$ cat src/core/mfc_pkg.sv
// shared constants and types for the motion and sample-queue configuration
package mfc_pkg;
   // ---------------------------------------------------------------
   // register map
   // ---------------------------------------------------------------
   localparam logic [7:0] MFC_ADDR_MOTION_CTL = 8'h27;
   localparam logic [7:0] MFC_ADDR_QUEUE_CTL  = 8'h28;
   localparam logic [7:0] MFC_ADDR_QUEUE_CNT  = 8'h29;

   localparam logic [7:0] MFC_RST_MOTION_CTL  = 8'h00;
   localparam logic [7:0] MFC_RST_QUEUE_CTL   = 8'h00;
   localparam logic [7:0] MFC_RST_QUEUE_CNT   = 8'h80;

   // bits with a function; the rest store nothing and read zero
   localparam logic [7:0] MFC_MASK_MOTION_CTL = 8'h3F;
   localparam logic [7:0] MFC_MASK_QUEUE_CTL  = 8'h0F;
   localparam logic [7:0] MFC_RDATA_NONE      = 8'h00;

   // ---------------------------------------------------------------
   // field positions
   // ---------------------------------------------------------------
   localparam int MFC_BIT_MOTION_ON  = 0;
   localparam int MFC_BIT_MOTION_REL = 1;
   localparam int MFC_BIT_STILL_ON   = 2;
   localparam int MFC_BIT_STILL_REL  = 3;
   localparam int MFC_BIT_SEQ_LO     = 4;
   localparam int MFC_BIT_SEQ_HI     = 5;
   localparam int MFC_BIT_MODE_LO    = 0;
   localparam int MFC_BIT_MODE_HI    = 1;
   localparam int MFC_BIT_STORE_TEMP = 2;
   localparam int MFC_BIT_COUNT_UPPER = 3;

   // ---------------------------------------------------------------
   // encodings and widths
   // ---------------------------------------------------------------
   localparam logic [1:0] MFC_SEQ_LOOP = 2'h3;
   localparam int MFC_AXES       = 3;
   localparam int MFC_SAMPLE_W   = 12;
   localparam int MFC_THRESH_W   = 11;
   localparam int MFC_STILL_W    = 16;
   localparam int MFC_WMARK_W    = 9;

   typedef enum logic [1:0] {
      MFC_QUEUE_OFF,
      MFC_QUEUE_OLDEST,
      MFC_QUEUE_STREAM,
      MFC_QUEUE_TRIGGER
   } mfc_queue_mode_t;

   // one set of signed axis readings, axis 0 = x
   typedef struct packed {
      logic [MFC_AXES-1:0][MFC_SAMPLE_W-1:0] axis;
   } mfc_sample_t;

   // sample-queue settings handed to the queue datapath
   typedef struct packed {
      mfc_queue_mode_t        mode;
      logic                   store_temp;
      logic [MFC_WMARK_W-1:0] watermark;
   } mfc_queue_cfg_t;
endpackage

$ cat src/core/mfc_regs.sv
// motion detector and sample-queue configuration registers with detectors
`timescale 1ns/1ps
module mfc_regs
   import mfc_pkg::*;
(
   input  wire logic                    clk,
   input  wire logic                    sys_rst,
   input  wire logic                    soft_rst,
   input  wire logic                    reg_wr,
   input  wire logic                    reg_rd,
   input  wire logic [7:0]              reg_addr,
   input  wire logic [7:0]              reg_wdata,
   output logic      [7:0]              reg_rdata,
   input  wire logic                    status_read,
   input  wire logic                    sample_valid,
   input  wire mfc_sample_t             sample,
   input  wire logic [MFC_THRESH_W-1:0] motion_threshold,
   input  wire logic [MFC_THRESH_W-1:0] still_threshold,
   input  wire logic [MFC_STILL_W-1:0]  still_sample_count,
   output logic                         motion_flag,
   output logic                         still_flag,
   output logic                         watch_still,
   output logic                         auto_sleep_on,
   output logic      [1:0]              detector_armed,
   output mfc_queue_cfg_t               queue_cfg
);

   // ---------------------------------------------------------------
   // register storage
   // ---------------------------------------------------------------
   logic [7:0] motion_detect_control;
   logic [7:0] sample_queue_control;
   logic [7:0] sample_queue_count;

   wire hit_motion_ctl = reg_addr == MFC_ADDR_MOTION_CTL;
   wire hit_queue_ctl  = reg_addr == MFC_ADDR_QUEUE_CTL;
   wire hit_queue_cnt  = reg_addr == MFC_ADDR_QUEUE_CNT;

   always_ff @(posedge clk or posedge sys_rst) begin
      if (sys_rst) begin
         motion_detect_control <= MFC_RST_MOTION_CTL;
         sample_queue_control  <= MFC_RST_QUEUE_CTL;
         sample_queue_count    <= MFC_RST_QUEUE_CNT;
      end else if (soft_rst) begin
         motion_detect_control <= MFC_RST_MOTION_CTL;
         sample_queue_control  <= MFC_RST_QUEUE_CTL;
         sample_queue_count    <= MFC_RST_QUEUE_CNT;
      end else if (reg_wr) begin
         if (hit_motion_ctl)
            motion_detect_control <= reg_wdata & MFC_MASK_MOTION_CTL;
         if (hit_queue_ctl)
            sample_queue_control <= reg_wdata & MFC_MASK_QUEUE_CTL;
         if (hit_queue_cnt)
            sample_queue_count <= reg_wdata;
      end
   end

   // unmapped addresses read as zero
   logic [7:0] next_rdata;
   assign next_rdata = hit_motion_ctl ? motion_detect_control :
                       hit_queue_ctl  ? sample_queue_control  :
                       hit_queue_cnt  ? sample_queue_count    :
                       MFC_RDATA_NONE;

   always_ff @(posedge clk or posedge sys_rst) begin
      if (sys_rst)
         reg_rdata <= MFC_RDATA_NONE;
      else if (reg_rd)
         reg_rdata <= next_rdata;
   end

   // ---------------------------------------------------------------
   // queue configuration outputs
   // ---------------------------------------------------------------
   mfc_queue_cfg_t next_queue_cfg;
   assign next_queue_cfg.mode = mfc_queue_mode_t'(
      sample_queue_control[MFC_BIT_MODE_HI:MFC_BIT_MODE_LO]);
   assign next_queue_cfg.store_temp =
      sample_queue_control[MFC_BIT_STORE_TEMP];
   assign next_queue_cfg.watermark = {
      sample_queue_control[MFC_BIT_COUNT_UPPER],
      sample_queue_count};

   always_ff @(posedge clk or posedge sys_rst) begin
      if (sys_rst)
         queue_cfg <= '0;
      else
         queue_cfg <= next_queue_cfg;
   end

   // ---------------------------------------------------------------
   // sequencing decode
   // ---------------------------------------------------------------
   wire motion_on  = motion_detect_control[MFC_BIT_MOTION_ON];
   wire still_on   = motion_detect_control[MFC_BIT_STILL_ON];
   wire [1:0] seq_field =
      motion_detect_control[MFC_BIT_SEQ_HI:MFC_BIT_SEQ_LO];
   // linked/loop need both enables, else independent mode
   wire seq_on  = seq_field[0] & motion_on & still_on;
   wire loop_on = seq_on & (seq_field == MFC_SEQ_LOOP);

   logic [1:0] armed;
   assign armed[0] = motion_on & (~seq_on | ~watch_still);
   assign armed[1] = still_on & (~seq_on | watch_still);

   logic [1:0] rel_sel;
   assign rel_sel[0] = motion_detect_control[MFC_BIT_MOTION_REL];
   assign rel_sel[1] = motion_detect_control[MFC_BIT_STILL_REL];

   logic [1:0][MFC_THRESH_W-1:0] thresh;
   assign thresh[0] = motion_threshold;
   assign thresh[1] = still_threshold;

   // ---------------------------------------------------------------
   // per-detector compare; detector 0 = activity, 1 = inactivity
   // ---------------------------------------------------------------
   logic [1:0]                evaluate;
   logic [1:0][MFC_AXES-1:0] above;
   logic [1:0][MFC_AXES-1:0] below;
   logic                      motion_evt;
   logic                      still_evt;

   genvar d;
   genvar a;
   generate
      for (d = 0; d < 2; d = d + 1) begin : g_det
         mfc_sample_t ref_q;
         logic        ref_ok;
         // a referenced detector spends its first armed sample on the
         // baseline, so its earliest event comes one sample later
         assign evaluate[d] = sample_valid & armed[d] &
                              (ref_ok | ~rel_sel[d]);
         always_ff @(posedge clk or posedge sys_rst) begin
            if (sys_rst) begin
               ref_q  <= '0;
               ref_ok <= 1'b0;
            end else if (soft_rst | ~armed[d] | ~rel_sel[d]) begin
               ref_ok <= 1'b0;
            end else if (sample_valid & ~ref_ok) begin
               ref_q  <= sample;
               ref_ok <= 1'b1;
            end else if (d == 0 ? motion_evt : still_evt) begin
               // re-baseline after every event
               ref_ok <= 1'b0;
            end
         end
         for (a = 0; a < MFC_AXES; a = a + 1) begin : g_axis
            logic signed [MFC_SAMPLE_W:0] diff;
            logic        [MFC_SAMPLE_W:0] mag;
            logic        [MFC_SAMPLE_W:0] thr_ext;
            assign diff = $signed({sample.axis[a][MFC_SAMPLE_W-1],
                                   sample.axis[a]}) -
                          (rel_sel[d] ? $signed({
                             ref_q.axis[a][MFC_SAMPLE_W-1],
                             ref_q.axis[a]}) :
                           $signed({(MFC_SAMPLE_W+1){1'b0}}));
            assign mag = diff[MFC_SAMPLE_W] ?
                         (MFC_SAMPLE_W+1)'(-diff) :
                         (MFC_SAMPLE_W+1)'(diff);
            assign thr_ext = {{(MFC_SAMPLE_W+1-MFC_THRESH_W){1'b0}},
                              thresh[d]};
            assign above[d][a] = mag > thr_ext;
            assign below[d][a] = mag < thr_ext;
         end
      end
   endgenerate

   // ---------------------------------------------------------------
   // event generation
   // ---------------------------------------------------------------
   logic [MFC_STILL_W-1:0] still_cnt;
   logic [MFC_STILL_W-1:0] next_still_cnt;
   logic [MFC_STILL_W-1:0] still_goal;
   wire                    all_below = &below[1];

   // a programmed count of zero acts as one
   assign still_goal = (still_sample_count == '0) ?
                       MFC_STILL_W'(1) : still_sample_count;
   assign next_still_cnt = (still_cnt == '1) ? still_cnt :
                           still_cnt + MFC_STILL_W'(1);
   assign motion_evt = evaluate[0] & (|above[0]);
   assign still_evt  = evaluate[1] & all_below &
                       (next_still_cnt >= still_goal);

   always_ff @(posedge clk or posedge sys_rst) begin
      if (sys_rst)
         still_cnt <= '0;
      else if (soft_rst | ~armed[1] | still_evt)
         still_cnt <= '0;
      else if (evaluate[1])
         still_cnt <= all_below ? next_still_cnt : '0;
   end

   // ---------------------------------------------------------------
   // phase and status flags
   // ---------------------------------------------------------------
   logic next_watch_still;
   logic next_motion_flag;
   logic next_still_flag;
   logic motion_clear;
   logic still_clear;

   // in loop mode the opposite event stands in for the host read
   assign motion_clear = loop_on ? still_evt : status_read;
   assign still_clear  = loop_on ? motion_evt : status_read;

   // set wins over a clear arriving in the same cycle
   assign next_motion_flag = motion_evt | (motion_flag & ~motion_clear);
   assign next_still_flag  = still_evt | (still_flag & ~still_clear);

   assign next_watch_still = ~seq_on   ? 1'b0 :
                             motion_evt ? 1'b1 :
                             still_evt  ? 1'b0 :
                             watch_still;

   always_ff @(posedge clk or posedge sys_rst) begin
      if (sys_rst) begin
         watch_still    <= 1'b0;
         motion_flag    <= 1'b0;
         still_flag     <= 1'b0;
         auto_sleep_on  <= 1'b0;
         detector_armed <= 2'h0;
      end else if (soft_rst) begin
         watch_still    <= 1'b0;
         motion_flag    <= 1'b0;
         still_flag     <= 1'b0;
         auto_sleep_on  <= 1'b0;
         detector_armed <= 2'h0;
      end else begin
         watch_still    <= next_watch_still;
         motion_flag    <= next_motion_flag;
         still_flag     <= next_still_flag;
         auto_sleep_on  <= seq_on;
         detector_armed <= armed;
      end
   end

endmodule

$ cat config.mk
export PLATFORM = sky130hd
export DESIGN_NAME = mfc_regs
export DESIGN_NICKNAME = d
export VERILOG_FILES = /design/src/core/mfc_pkg.sv /design/src/core/mfc_regs.sv
export SDC_FILE = /design/constraint.sdc
export NUM_CORES = 1
export LEC_CHECK = 0
export ABC_AREA = 1
export CORE_AREA = 2 2 236 168
export CTS_BUF_LIST = sky130_fd_sc_hd__clkbuf_16
export CTS_CLUSTER_DIAMETER = 200
export DETAILED_ROUTE_END_ITERATION = 7
export DIE_AREA = 0 0 238 170
export DONT_BUFFER_PORTS = 1
export PLACE_DENSITY_LB_ADDON = 0.08
export SYNTH_ARGS = -nofsm -noshare
export SYNTH_HDL_FRONTEND = slang
export SYNTH_SLANG_ARGS = --single-unit
$ cat constraint.sdc
create_clock -name clk -period 12.3 [get_ports clk]
set_input_delay 2.46 -clock clk [delete_from_list [all_inputs] [get_ports clk]]
set_output_delay 2.46 -clock clk [all_outputs]
set_load 0.03 [all_outputs]
== Word level (Yosys, flattened, before mapping) ==
Cells that the tools add are included.

* Add/subtract/negate cells: 13
* Multipliers: 0
* Div/mod/pow operators: 0
* Magnitude comparators: 7
* Equal/unequal tests: 6
* Shifts and indexed selects: 0
* Mux-type cells: 44
* Bitwise operators: 39
* Reductions and logical operators: 15

{| class="wikitable"
|+ Operator list
! cell !! count
|-
| 2-to-1 mux 13 bit || 12
|-
| 2-to-1 mux 8 bit || 12
|-
| 2-to-1 mux 16 bit || 5
|-
| negator 13 bit || 6
|-
| subtractor 12 x 13 -> 13 bit || 6
|-
| greater-than comparator 13 x 11 -> 1 bit || 3
|-
| < comparator 13 x 11 -> 1 bit || 3
|-
| == test 8 x 6 -> 1 bit (second input constant) || 3
|-
| adder 16 x 1 -> 16 bit (second input constant) || 1
|-
| bitwise AND 1 bit || 16
|-
| == test 16 bit (second input constant) || 1
|-
| greater-or-equal comparator 16 bit || 1
|-
| logical NOT 16 bit || 1
|-
| 2-to-1 mux 1 bit || 14
|-
| inverter 1 bit || 12
|-
| bitwise OR 1 bit || 11
|-
| AND reduction 2 bit || 5
|-
| nonzero test 2 bit || 5
|-
| nonzero test 3 bit || 2
|-
| inequality test 4 x 2 -> 1 bit (second input constant) || 1
|-
| AND reduction 3 bit || 1
|-
| OR reduction 3 bit || 1
|-
| == test 2 bit (second input constant) || 1
|-
| 2-to-1 mux 2 bit || 1
|}

* Bits in registers: 140
* Latch bits: 0
* Bits in writable memories: 0
* Bits in read-only memories: 0
* Input port bits: 97
* Output and inout bits: 26
* Memories: 0

== Depth between registers and ports, before layout ==
* Depth in word-level cells: 14
* Gate-level depth with buffers: 35
* Depth with buffers taken out: 34

== Worst setup path before layout ==
Ideal clock, no wire load.

* Path kind: input-to-reg
* Start point: input port sample[12] in the netlist's numbering
* End point: register g_det[0].ref_ok
* Library setup time: 0.076 ns
* Arrival: 5.812 ns
* Data required time: 12.224 ns
* Slack: 6.411 ns
* Stages on the path: 29
* Path buffers: 0
* Cell sequence: inv_1 > ha_1 > inv_1 > fa_1 > nand3_1 > nand2_1 > nand2_1 > nand2_1 > nand2_1 > nand3_1 > xor2_2 > inv_1 > a21oi_1 > xor2_1 > inv_1 > ha_1 > nand2_1 > nor2_1 > nand4_1 > or3_1 > nand2_1 > nand2_1 > nor2_1 > nand2_1 > nor2_1 > nand3_1 > nand2_1 > nand3_1 > o21ai_1

* Word-level cells in the longest chain between the ends: 7

{| class="wikitable"
|+ Ends and longest elaborated chain
! element !! RTL line !! text
|-
| start, declared || mfc_regs.sv:16 || <nowiki>input wire mfc_sample_t sample,</nowiki>
|-
| subtractor 12 x 13 -> 13 bit (*) || mfc_regs.sv:152 || <nowiki>sample.axis[a]}) -</nowiki>
|-
| negator 13 bit || mfc_regs.sv:158 || <nowiki>(MFC_SAMPLE_W+1)'(-diff) :</nowiki>
|-
| 2-to-1 mux 13 bit (*) || mfc_regs.sv:157 || <nowiki>assign mag = diff[MFC_SAMPLE_W] ?</nowiki>
|-
| greater-than comparator 13 x 11 -> 1 bit (*) || mfc_regs.sv:162 || <nowiki>assign above[d][a] = mag > thr_ext;</nowiki>
|-
| OR reduction 3 bit (*) || mfc_regs.sv:181 || <nowiki>assign motion_evt = evaluate[0] & (|above[0]);</nowiki>
|-
| bitwise AND 1 bit (*) || mfc_regs.sv:181 ||
|-
| nonzero test 3 bit (no source line) (*) || - ||
|-
| end signal, assigned || mfc_regs.sv:138 || <nowiki>ref_ok <= 1'b0;</nowiki>
|-
| end signal, assigned || mfc_regs.sv:141 || <nowiki>ref_ok <= 1'b1;</nowiki>
|-
| end signal, assigned || mfc_regs.sv:144 || <nowiki>ref_ok <= 1'b0;</nowiki>
|-
| end, declared || mfc_regs.sv:128 || <nowiki>logic ref_ok;</nowiki>
|}

Mark *: on every way between the ends. The rest lies on a longest branch, timed or not.
A chain may end at the register's enable or synchronous reset.

== Worst setup path after layout ==
Same ends and word-level chain as after synthesis.

==> impl_metrics.env <==
export IMPL_clockBufferDepth=2
export IMPL_synth_nets=2359
export IMPL_gp_congestion=0.872
export IMPL_p_per_area_nw_per_um2=113
export IMPL_die_height_um=170
export IMPL_remaining_drc_errors=0
export IMPL_relSlewSlack_pct=24.3
export IMPL_post_cts_resized=0
export IMPL_ys_seq_elements=134
export IMPL_ios=123
export IMPL_fin_tns_setup_ns=0
export IMPL_grt_pass1_wl_um=62500
export IMPL_postCtsSetupBuffers=0
export IMPL_synth_area_leaders="dfrtp_1 24%, nand2_1 18%, ha_1 14%"
export IMPL_core_area_um2=38100
export IMPL_p_leak_nw=7.89
export IMPL_start_kind="input port"
export IMPL_crit_arrival_ns=6.46
export IMPL_postRouteWirelength_um=37900
export IMPL_yosys_most_used_dff="dfrtp_1"
export IMPL_vias_per_cell=4.89
export IMPL_cts_buffers=17
export IMPL_max_stage_delay_ns=0.46
export IMPL_cp_slowest_cell="fa_1"
export IMPL_hpwl_um=31000
export IMPL_fin_util_pct=38.6
export IMPL_crit_top_cell="nand2_1"
export IMPL_clk_pin_slew_ns=0.07
export IMPL_nets=2350
export IMPL_fin_crit_ns=6.10
export IMPL_yosysSeqAreaShare_pct=24.6
export IMPL_maxCapViolations=0
export IMPL_antennaDiodeCount=0
export IMPL_synth_cells=2098
export IMPL_fin_worst_skew_ns=0.0110
export IMPL_power_total_w=0.00166
export IMPL_outcome="completed"
export IMPL_ant_nets=0
export IMPL_ys_async_sr_fraction_pct=100
export IMPL_final_max_slew_viol_count=0
export IMPL_grt_overflow=0
export IMPL_cts_hold_buf=0
export IMPL_synth_cell_area_um2=13600
export IMPL_vdd_drop_max_uv=99.1
export IMPL_grt_max_degree=74
export IMPL_drt_iter0_drc=802
export IMPL_cp_end_kind="flip-flop"
export IMPL_dieArea_um2=40500
export IMPL_grt_total_usage_pct=19.1
export IMPL_cts_tree="built"
export IMPL_cts_htree_levels=4
export IMPL_cts_sinks=134
export IMPL_required_ns=12.67
export IMPL_grt_pass1_vias=12100
export IMPL_syn_mean_instance_area_um2=6.50
export IMPL_dr_pass1_iters=5
export IMPL_worst_pin_slew_ns=1.14
export IMPL_ctsRootBufferMaster="clkbuf_16"
export IMPL_antenna_found_initial=0
export IMPL_fp_row_count=60
export IMPL_rsz0062_at_grt="no"
export IMPL_hold_class="flip-flop to flip-flop"
export IMPL_path_max_fanout=9
export IMPL_yosysWarnings=0
export IMPL_initial_core_util_pct=35.8
export IMPL_die_w_um=238
export IMPL_hold_viol_final=0
export IMPL_n_fill_cell=4199
export IMPL_finalCritPeriodShare_pct=49.6
export IMPL_numPortBuffers=0
export IMPL_synth_edf_count=0
export IMPL_critPathKind="input port to flip-flop"
export IMPL_synth_top_area_share_pct=24.4
export IMPL_layout_drive_gt1_share_pct=5.52
export IMPL_wire_per_inst_um=14.6
export IMPL_vias=12700
export IMPL_max_clock_freq_ghz=0.164
export IMPL_setup_viol=0
export IMPL_yosysTopAreaCell="dfrtp_1"
export IMPL_area_delta_synth_final_pct=8.04
export IMPL_clock_latency_ns=0.45
export IMPL_yosys_cell_types_count=50
## layout by cell type, fill, tap and decap left out, types with 11 or more instances in the layout
| master | n |
|---|---|
| inv_2 | 11 |
| xor2_1 | 55 |
| xnor2_1 | 18 |
| o21ai_0 | 118 |
| nor3_1 | 30 |
| inv_1 | 341 |
| nor2_1 | 144 |
| nand3_1 | 151 |
| ha_1 | 158 |
| nand2_1 | 654 |
| clkbuf_16 | 17 |
| nand2_2 | 20 |
| a21oi_1 | 87 |
| dfrtp_1 | 133 |
| nand4_1 | 37 |
| nand3_2 | 15 |
## logic make-up after synthesis
kind of cell | share of synthesized area (%)
simple gates | 33.9
compound gates | 9.96
buf+inv | 10.9
flops | 24.6
xor+xnor | 4.93
mux | 0.330
fa+ha+maj | 15.4
## where the power goes
part	internal (W)	switching (W)
logic	0.000223	0.000389
clock network	0.000267	0.000240
registers	0.000501	0.0000423
## stage by stage
stage          cell area [µm²]  setup WS, ns  std cells  hold WS, ns
3_5_place_dp             14200          5.69       2566        0.395
3_3_place_gp             14200          5.76       2566        0.388
5_1_grt                  14700          5.70       2598        0.415
6_report                 14700          6.20       2598        0.408
4_1_cts                  14700          6.15       2598        0.404
2_1_floorplan            13600          6.26       2098        0.374
## critical path: cells and delay by family
family	cells	cell delay (ns)
AOI/OAI and AO/OA	2	0.28
xor gates and xnor gates	2	0.50
adders and majority gates	3	0.91
buffers and inverters	4	0.41
and+or+nand+nor	18	1.88
## layer usage
layer | GRT usage [%] | vias to the layer above | share of wire, %
li1 | - | 6677 | -
met1 | 28.5 | 5812 | 53
met2 | 28.7 | 187 | 42
met3 | 3.78 | 16 | 4.3
met4 | 3.18 | 0 | 0.81
met5 | 0 | - | 0
## Yosys cell counts (3+ instances only)
| cell type | number |
|---|---|
| nand2_1 | 654 |
| inv_1 | 342 |
| ha_1 | 158 |
| nand3_1 | 153 |
| nor2_1 | 145 |
| dfrtp_1 | 133 |
| o21ai_0 | 118 |
| a21oi_1 | 87 |
| xor2_1 | 55 |
| nand4_1 | 37 |
| nor3_1 | 30 |
| clkbuf_1 | 27 |
| nand2_2 | 20 |
| xnor2_1 | 18 |
| nand3_2 | 13 |
| inv_2 | 11 |
| a31oi_1 | 9 |
| o21ai_2 | 9 |
| o211ai_1 | 7 |
| fa_1 | 6 |
| nand3b_1 | 6 |
| nor2_2 | 6 |
| nor4_1 | 5 |
| o21ai_1 | 5 |
| and2_1 | 4 |
| mux2_2 | 4 |
| o21bai_1 | 4 |
| a21oi_2 | 3 |
## sequential cells by signal, indices dropped and copies added (netlist names)
signal                 cells
sample_queue_count         8
g_det.ref_q               72
g_det.ref_ok               2
reg_rdata                  8
auto_sleep_on              1
motion_detect_control      6
detector_armed             2
still_flag                 1
queue_cfg                 12
still_cnt                 16
motion_flag                1
sample_queue_control       4
watch_still                1
## path summary, 6_finish.rpt
path | start | endpoint | slack (ns) | cells past startpoint
min in group asynchronous | sys_rst | g_det[1].ref_q[14]$_DFFE_PP0P_ | 1.98 | 1
max in group asynchronous | sys_rst | g_det[0].ref_q[3]$_DFFE_PP0P_ | 9.02 | 2
min | sample_queue_count[3]$_DFFE_PP0P_ | queue_cfg[3]$_DFF_PP0_ | 0.41 | 0
min reg2reg | sample_queue_count[3]$_DFFE_PP0P_ | queue_cfg[3]$_DFF_PP0_ | 0.41 | 0
max reg2reg | motion_detect_control[1]$_DFFE_PP0P_ | g_det[0].ref_ok$_DFFE_PP0P_ | 7.47 | 31
max | sample[12] | g_det[0].ref_ok$_DFFE_PP0P_ | 6.20 | 29
## final cells by class
type / instances / area (µm²) / area share (%)
Inverter: 356 / 1340 / 9.12
Tap cell: 496 / 621 / 4.21
Clock buffer: 17 / 425 / 2.89
Timing Repair Buffer: 6 / 45.0 / 0.306
Sequential cell: 134 / 3350 / 22.8
Clock inverter: 15 / 141 / 0.959
Multi-Input combinational cell: 1574 / 8810 / 59.8
(Power assumes the default switching activity.)
